File: config.mk
export PLATFORM = sky130hd
export DESIGN_NAME = dma_channel_event_flags
export DESIGN_NICKNAME = d
export VERILOG_FILES = /design/src/dma_flags_pkg.sv /design/src/dma_channel_event_flags.sv /design/src/event_flag_channel.sv /design/src/apb_reg_port.sv
export SDC_FILE = /design/constraint.sdc
export NUM_CORES = 1
export LEC_CHECK = 0
export ABC_AREA = 1
export BUFFER_PORTS_ARGS = -buffer_cell sky130_fd_sc_hd__buf_2
export CAP_MARGIN = 20
export CORE_UTILIZATION = 40
export DETAILED_ROUTE_END_ITERATION = 8
export GPL_TIMING_DRIVEN = 1
export PLACE_DENSITY_LB_ADDON = 0.12
export SLEW_MARGIN = 5
export SYNTH_ARGS = -nofsm -noshare
export SYNTH_HDL_FRONTEND = slang
export SYNTH_SLANG_ARGS = --single-unit
File: constraint.sdc
create_clock -name pclk -period 2.4 [get_ports pclk]
set_input_delay 0 -clock pclk [delete_from_list [all_inputs] [get_ports pclk]]
set_output_delay 0 -clock pclk [all_outputs]
set_load 0.005 [all_outputs]
File: src/dma_flags_pkg.sv
`default_nettype none

package dma_flags_pkg;

	// register offsets within the controller block
	localparam logic [11:0] FLAG_REG_OFS   = 12'h000;
	localparam logic [11:0] CLEAR_REG_OFS  = 12'h004;
	localparam logic [11:0] IRQ_EN_REG_OFS = 12'h008;

	// values after reset
	localparam logic [31:0] FLAG_RESET   = 32'h00000000;
	localparam logic [31:0] IRQ_EN_RESET = 32'h00000000;
	localparam logic [31:0] READ_ZERO    = 32'h00000000;

	// layout of one channel's group of four bits
	localparam int GLOBAL_POS       = 0;
	localparam int FULL_POS         = 1;
	localparam int HALF_POS         = 2;
	localparam int ERROR_POS        = 3;
	localparam int BITS_PER_CHANNEL = 4;
	localparam int MAX_CHANNELS     = 7;
	localparam int RESERVED_LSB     = 28;
	localparam int RESERVED_MSB     = 31;

	// bit index of one field of one channel
	function automatic int field_bit(input int channel, input int pos);
		return BITS_PER_CHANNEL * channel + pos;
	endfunction

endpackage

`default_nettype wire

File: src/dma_channel_event_flags.sv
// Added by the designer: register access over APB.
`timescale 1ns/10ps
`default_nettype none

// Contract
// flag register at zero, reset zero, read-only
// bits 31 to 28 read zero
// absent channels read zero, never set
// error event sets bit 4x+3
// half-way event sets bit 4x+2
// completion event sets bit 4x+1
// global bit 4x set while any set
// flags hold until clear register write
// clear register at 4, ones clear
// global clear drops whole channel group
// channel irq when enabled flag set
// simultaneous set and clear leaves set
// group order global, full, half, error
module dma_channel_event_flags
	import dma_flags_pkg::*;
#(
	parameter int NUM_CHANNELS = 7,
	parameter int ADDR_W       = 12
)
(
	// clock and reset
	input  wire logic                    pclk,
	input  wire logic                    presetn,
	// apb slave
	input  wire logic                    psel,
	input  wire logic                    penable,
	input  wire logic                    pwrite,
	input  wire logic [ADDR_W-1:0]       paddr,
	input  wire logic [31:0]             pwdata,
	output logic [31:0]                  prdata,
	output logic                         pready,
	output logic                         pslverr,
	// event strobes from the transfer engine
	input  wire logic [NUM_CHANNELS-1:0] err_evt,
	input  wire logic [NUM_CHANNELS-1:0] half_evt,
	input  wire logic [NUM_CHANNELS-1:0] full_evt,
	// per-channel interrupts
	output logic [NUM_CHANNELS-1:0]      channel_irq
);

	logic [31:0] flag_word;
	logic [31:0] irq_en_word;
	logic [31:0] irq_en_mask;
	logic        clear_wr;
	logic        irq_en_wr;
	logic        flag_wr;
	logic        any_evt;

	// bus slave
	apb_reg_port #(
		.ADDR_W      (ADDR_W)
	) u_port (
		.pclk        (pclk),
		.presetn     (presetn),
		.psel        (psel),
		.penable     (penable),
		.pwrite      (pwrite),
		.paddr       (paddr),
		.prdata      (prdata),
		.pready      (pready),
		.pslverr     (pslverr),
		.flag_word   (flag_word),
		.irq_en_word (irq_en_word),
		.clear_wr    (clear_wr),
		.irq_en_wr   (irq_en_wr),
		.flag_wr     (flag_wr)
	);

	// reserved top nibble never holds anything
	assign flag_word[RESERVED_MSB:RESERVED_LSB] = 4'h0;

	// one flag group per channel, absent channels tied to zero
	genvar c;
	generate
		for (c = 0; c < MAX_CHANNELS; c = c + 1)
		begin : g_chan
			localparam int BASE = BITS_PER_CHANNEL * c;
			if (c < NUM_CHANNELS)
			begin : g_live
				logic [3:0] clear_bits;
				logic [3:0] group;

				// only a completed write to the clear register reaches the cells
				assign clear_bits = clear_wr ? pwdata[BASE +: BITS_PER_CHANNEL] : 4'h0;

				event_flag_channel u_cell (
					.pclk        (pclk),
					.presetn     (presetn),
					.err_evt     (err_evt[c]),
					.half_evt    (half_evt[c]),
					.full_evt    (full_evt[c]),
					.clear_bits  (clear_bits),
					.irq_en_bits (irq_en_word[BASE +: BITS_PER_CHANNEL]),
					.flags       (group),
					.irq         (channel_irq[c])
				);

				// group sits at 4x: global, full, half, error upward
				assign flag_word[BASE +: BITS_PER_CHANNEL] = group;
				assign irq_en_mask[BASE +: BITS_PER_CHANNEL] = 4'hE;

			end
			else
			begin : g_absent
				// absent channel reads zero and has no enables
				assign flag_word[BASE +: BITS_PER_CHANNEL] = 4'h0;
				assign irq_en_mask[BASE +: BITS_PER_CHANNEL] = 4'h0;

			end
		end
	endgenerate

	assign irq_en_mask[RESERVED_MSB:RESERVED_LSB] = 4'h0;

	// enables are masked so global and absent bits read back zero
	always_ff @(posedge pclk or negedge presetn)
	begin
		if (!presetn)
			irq_en_word <= IRQ_EN_RESET;
		else if (irq_en_wr)
			irq_en_word <= pwdata & irq_en_mask;
	end

	// any event strobe on a live channel
	assign any_evt = (|err_evt) | (|half_evt) | (|full_evt);
endmodule // dma_channel_event_flags

`default_nettype wire

File: src/event_flag_channel.sv
`timescale 1ns/10ps
`default_nettype none

module event_flag_channel
	import dma_flags_pkg::*;
(
	// clock and reset
	input  wire logic       pclk,
	input  wire logic       presetn,
	// event strobes from the transfer engine
	input  wire logic       err_evt,
	input  wire logic       half_evt,
	input  wire logic       full_evt,
	// software side
	input  wire logic [3:0] clear_bits,
	input  wire logic [3:0] irq_en_bits,
	// flag group and channel interrupt
	output logic [3:0]      flags,
	output logic            irq
);

	logic [3:0] next_flags;
	logic       clear_all;

	// a set always beats a clear in the same cycle, so no event is lost
	always_comb
	begin
		clear_all = clear_bits[GLOBAL_POS];
		next_flags[ERROR_POS] = err_evt
			| (flags[ERROR_POS] & ~(clear_bits[ERROR_POS] | clear_all));
		next_flags[HALF_POS] = half_evt
			| (flags[HALF_POS] & ~(clear_bits[HALF_POS] | clear_all));
		next_flags[FULL_POS] = full_evt
			| (flags[FULL_POS] & ~(clear_bits[FULL_POS] | clear_all));
		// global stays up while any event flag does, and only its own clear drops it
		next_flags[GLOBAL_POS] = (|next_flags[ERROR_POS:FULL_POS])
			| (flags[GLOBAL_POS] & ~clear_all);
	end

	// flag storage
	always_ff @(posedge pclk or negedge presetn)
	begin
		if (!presetn)
			flags <= FLAG_RESET[3:0];
		else
			flags <= next_flags;
	end

	// channel interrupt is registered from next_flags, so it changes on the same edge as the flags
	always_ff @(posedge pclk or negedge presetn)
	begin
		if (!presetn)
			irq <= 1'b0;
		else
			irq <= |(next_flags[ERROR_POS:FULL_POS] & irq_en_bits[ERROR_POS:FULL_POS]);
	end

endmodule // event_flag_channel

`default_nettype wire

File: src/apb_reg_port.sv
`timescale 1ns/10ps
`default_nettype none

module apb_reg_port
	import dma_flags_pkg::*;
#(
	parameter int ADDR_W = 12
)
(
	// clock and reset
	input  wire logic              pclk,
	input  wire logic              presetn,
	// apb slave
	input  wire logic              psel,
	input  wire logic              penable,
	input  wire logic              pwrite,
	input  wire logic [ADDR_W-1:0] paddr,
	output logic [31:0]            prdata,
	output logic                   pready,
	output logic                   pslverr,
	// register file side
	input  wire logic [31:0]       flag_word,
	input  wire logic [31:0]       irq_en_word,
	output logic                   clear_wr,
	output logic                   irq_en_wr,
	output logic                   flag_wr
);

	logic        setup;
	logic        access;
	logic        mapped;
	logic [31:0] read_value;

	// read data is captured in the setup cycle, so it shows flags one cycle old
	always_comb
	begin
		setup = psel & ~penable;
		access = psel & penable & pready;
		mapped = 1'b1;
		read_value = READ_ZERO;
		if (paddr == FLAG_REG_OFS[ADDR_W-1:0])
			read_value = flag_word;
		else if (paddr == CLEAR_REG_OFS[ADDR_W-1:0])
			read_value = READ_ZERO;
		else if (paddr == IRQ_EN_REG_OFS[ADDR_W-1:0])
			read_value = irq_en_word;
		else
			mapped = 1'b0;
	end

	// write strobes land on the edge that completes the access
	assign clear_wr  = access & pwrite & (paddr == CLEAR_REG_OFS[ADDR_W-1:0]);
	assign irq_en_wr = access & pwrite & (paddr == IRQ_EN_REG_OFS[ADDR_W-1:0]);
	assign flag_wr   = access & pwrite & (paddr == FLAG_REG_OFS[ADDR_W-1:0]);

	// zero wait states: ready in the first access cycle
	always_ff @(posedge pclk or negedge presetn)
	begin
		if (!presetn)
		begin
			pready  <= 1'b0;
			pslverr <= 1'b0;
		end
		else
		begin
			pready  <= setup;
			pslverr <= setup & ~mapped;
		end
	end

	// read data register
	always_ff @(posedge pclk or negedge presetn)
	begin
		if (!presetn)
			prdata <= READ_ZERO;
		else if (setup & ~pwrite)
			prdata <= read_value;
	end

endmodule // apb_reg_port

`default_nettype wire

==> metrics.txt <==
Post-DP HPWL 6.58 mm; Fmax 581 MHz; commonest non-fill, non-tap cell in the layout nand2_1; Top FF cell, synth dfrtp_1; Slew headroom 65.1%; Mapped Area 0.00397 mm2; drt pass-1 iters 5; #FFs+latches synth 86; cell count after synthesis 490; most frequent cells in the layout nand2_1 (178), buf_2 (101), dfrtp_1 (86); clk root buf clkbuf_8; Layout area overhead 31.0%; Final Wtd Congestion 0.837; slowest stage delay, CP 0.36 ns; drt wl/cell 12.8 um; io pins 111; clock-pin slew on the worst setup and hold paths 0.09 ns; Die X 102 um; RSZ-0062 raised after global routing false; Max H-tree Level 3; final-report hold violation count 0; Setup TNS Final 0 ns; Post-synth ARST share 100%; Worst EP required 2.63 ns; kind of cell adding the most delay to the critical path simple AND/OR/NAND/NOR gates; Seq/Total Area, Yosys 54.2%; Max Cap Violations 0; Top cell by count, worst path nand2_1; status completed; die height 102 um; CTS max path bufs 2; met1 GRT Util 25.6%; global-route track usage on met3 2.97%; GRT Util Overall 20.5%; largest net degree at the start of global routing 43; crit path max fanout 13; CP arrival 1.95 ns; PD cells 565 mW/mm2; Setup Viol. Count Final 0; Synthesis Warnings 0; Worst Hold Class in2reg; Finished Layout Cells 765; vias in the first global route 3545; I/O Buffers 102; post-CTS setup buffer count 0; Cell variety after synth 21; total grt overflow 0; Final ANT Viol Nets 0; fraction of layout cells with a size suffix above 1 20.8%; total wire length 9.78 mm; critical-path cell list nand2_1, inv_1, nand2_1, nor2_2, buf_4, nand2_1, o21ai_0, inv_1, nor2_1, nand2_1; die area 0.0103 mm2; num rows 35; worst-path cell with the longest stage delay dfrtp_1; final net count 702; post_cts resized 0; CP Class reg2reg; clock skew 0.0116 ns; Core Region 0.00942 mm2; Final min period 1.72 ns; Lkg Pwr 2.58 nW; DRC violation count after routing 0; Mapped Avg Cell Area 8.10 um2; wire length of the first global-routing pass 16.3 mm; Worst-Margin Slew 0.524 ns; CTS tree done; VDD IR-drop max 351 uV; Clock Sinks 86; Post-synth EDFFs 0; worst reg2reg setup slack 0.68 ns; initial antenna violation count 0; Worst Path Buf+Inv 3; crit end category register; max-slew violations 0; worst skew pair latency 0.35 ns; period utilization 71.7%; Antenna diodes 0; element type at the critical path start register; met2 Track Usage GR 35.9%; drt via density 4.64; Placed Cells 704; Initial Utilization 42.2%; CTS buffer count 9; via count 3547; DRT iter0 DRCs 123; Most Crowded Layer GR met2
==> tightest hold or removal path, stage by stage <==
cell	delay, ns
buf_2	0.09
inv_1	0.07
nand2_1	0.07
nand2_1	0.06
a21oi_1	0.06
==> metrics by stage <==
stage          utilization [%]  total power [mW]  area (um2)  hold WS [ns]  setup WS [ns]
5_1_grt                   55.2              3.08        5200        0.0855          0.502
4_1_cts                   55.2              2.97        5200        0.0507          0.680
6_report                  55.2              2.94        5200        0.0572          0.680
3_3_place_gp              48.2              1.83        4540       -0.0327          0.473
2_1_floorplan                -              1.68        3980        -0.296           1.09
3_5_place_dp              48.2              1.84        4540       -0.0296          0.474
==> logic make-up after synthesis <==
| family | count (synthesis) | synth area share (%) |
|---|---|---|
| AOI/OAI and AO/OA | 57 | 8.60 |
| and+or+nand+nor | 255 | 26.5 |
| buffers and inverters | 91 | 10.6 |
| DFF | 86 | 54.2 |
| other | 1 | 0.0945 |
==> cells in the mapped netlist, types with 2 or more instances <==
| cell | instances | share of area [%] |
|---|---|---|
| o21ai_1 | 20 | 2.5 |
| clkbuf_1 | 4 | 0.38 |
| nand2_1 | 178 | 17 |
| dfrtp_1 | 86 | 54 |
| buf_4 | 15 | 2.8 |
| inv_1 | 62 | 5.9 |
| o21ai_0 | 14 | 1.8 |
| nor2_1 | 22 | 2.1 |
| o21a_1 | 21 | 4.0 |
| buf_6 | 2 | 0.57 |
| nand3_1 | 50 | 6.3 |
| buf_2 | 7 | 0.88 |
==> routing by layer <==
metal	share of wire, %	wire length (um)	up-vias
met5	0	0	-
met4	1.0	100	0
met3	3.6	353	9
met2	50	4880	94
met1	45	4450	1649
li1	-	-	1795
==> path summary, 6_finish.rpt <==
path,start,to,cells after the start
worst max-delay path,u_port.pready,g_chan[0].g_live.u_cell.flags[0],10
worst min-delay path,paddr[2],u_port.pslverr,5
worst max register to register,u_port.pready,g_chan[0].g_live.u_cell.flags[0],10
worst min register to register,u_port.prdata[16],u_port.prdata[16],2
max in group asynchronous,presetn,g_chan[2].g_live.u_cell.flags[1],3
min in group asynchronous,presetn,u_port.prdata[2],2
==> state kept, by name, summed over array words and instances (netlist names) <==
name                        cells
g_chan.g_live.u_cell.irq        7
u_port.prdata                  28
irq_en_word                    21
u_port.pslverr                  1
u_port.pready                   1
g_chan.g_live.u_cell.flags     28
==> power by group <==
| group | leakage (nW) | internal, mW | switching, mW |
|---|---|---|---|
| Sequential | 1.01 | 1.50 | 0.0281 |
| Combinational | 1.47 | 0.181 | 0.145 |
| Clock | 0.106 | 0.576 | 0.506 |
| Total | 2.58 | 2.26 | 0.679 |
==> cell type report <==
| class | instances | area (um2) |
|---|---|---|
| Clock inverter | 5 | 75.1 |
| Clock buffer | 10 | 128 |
| Fill cell | 927 | 4210 |
| Inverter | 63 | 236 |
| Sequential cell | 86 | 2150 |
| Timing Repair Buffer | 156 | 1030 |
| Tap cell | 129 | 161 |
| Multi-Input combinational cell | 316 | 1420 |
==> repair_timing <==
item,4_1_cts,5_1_grt
hold endpoints to repair,80,0
setup endpoints to repair,0,0
hold buffers,46,0
Power figures use the tool's default switching activity.
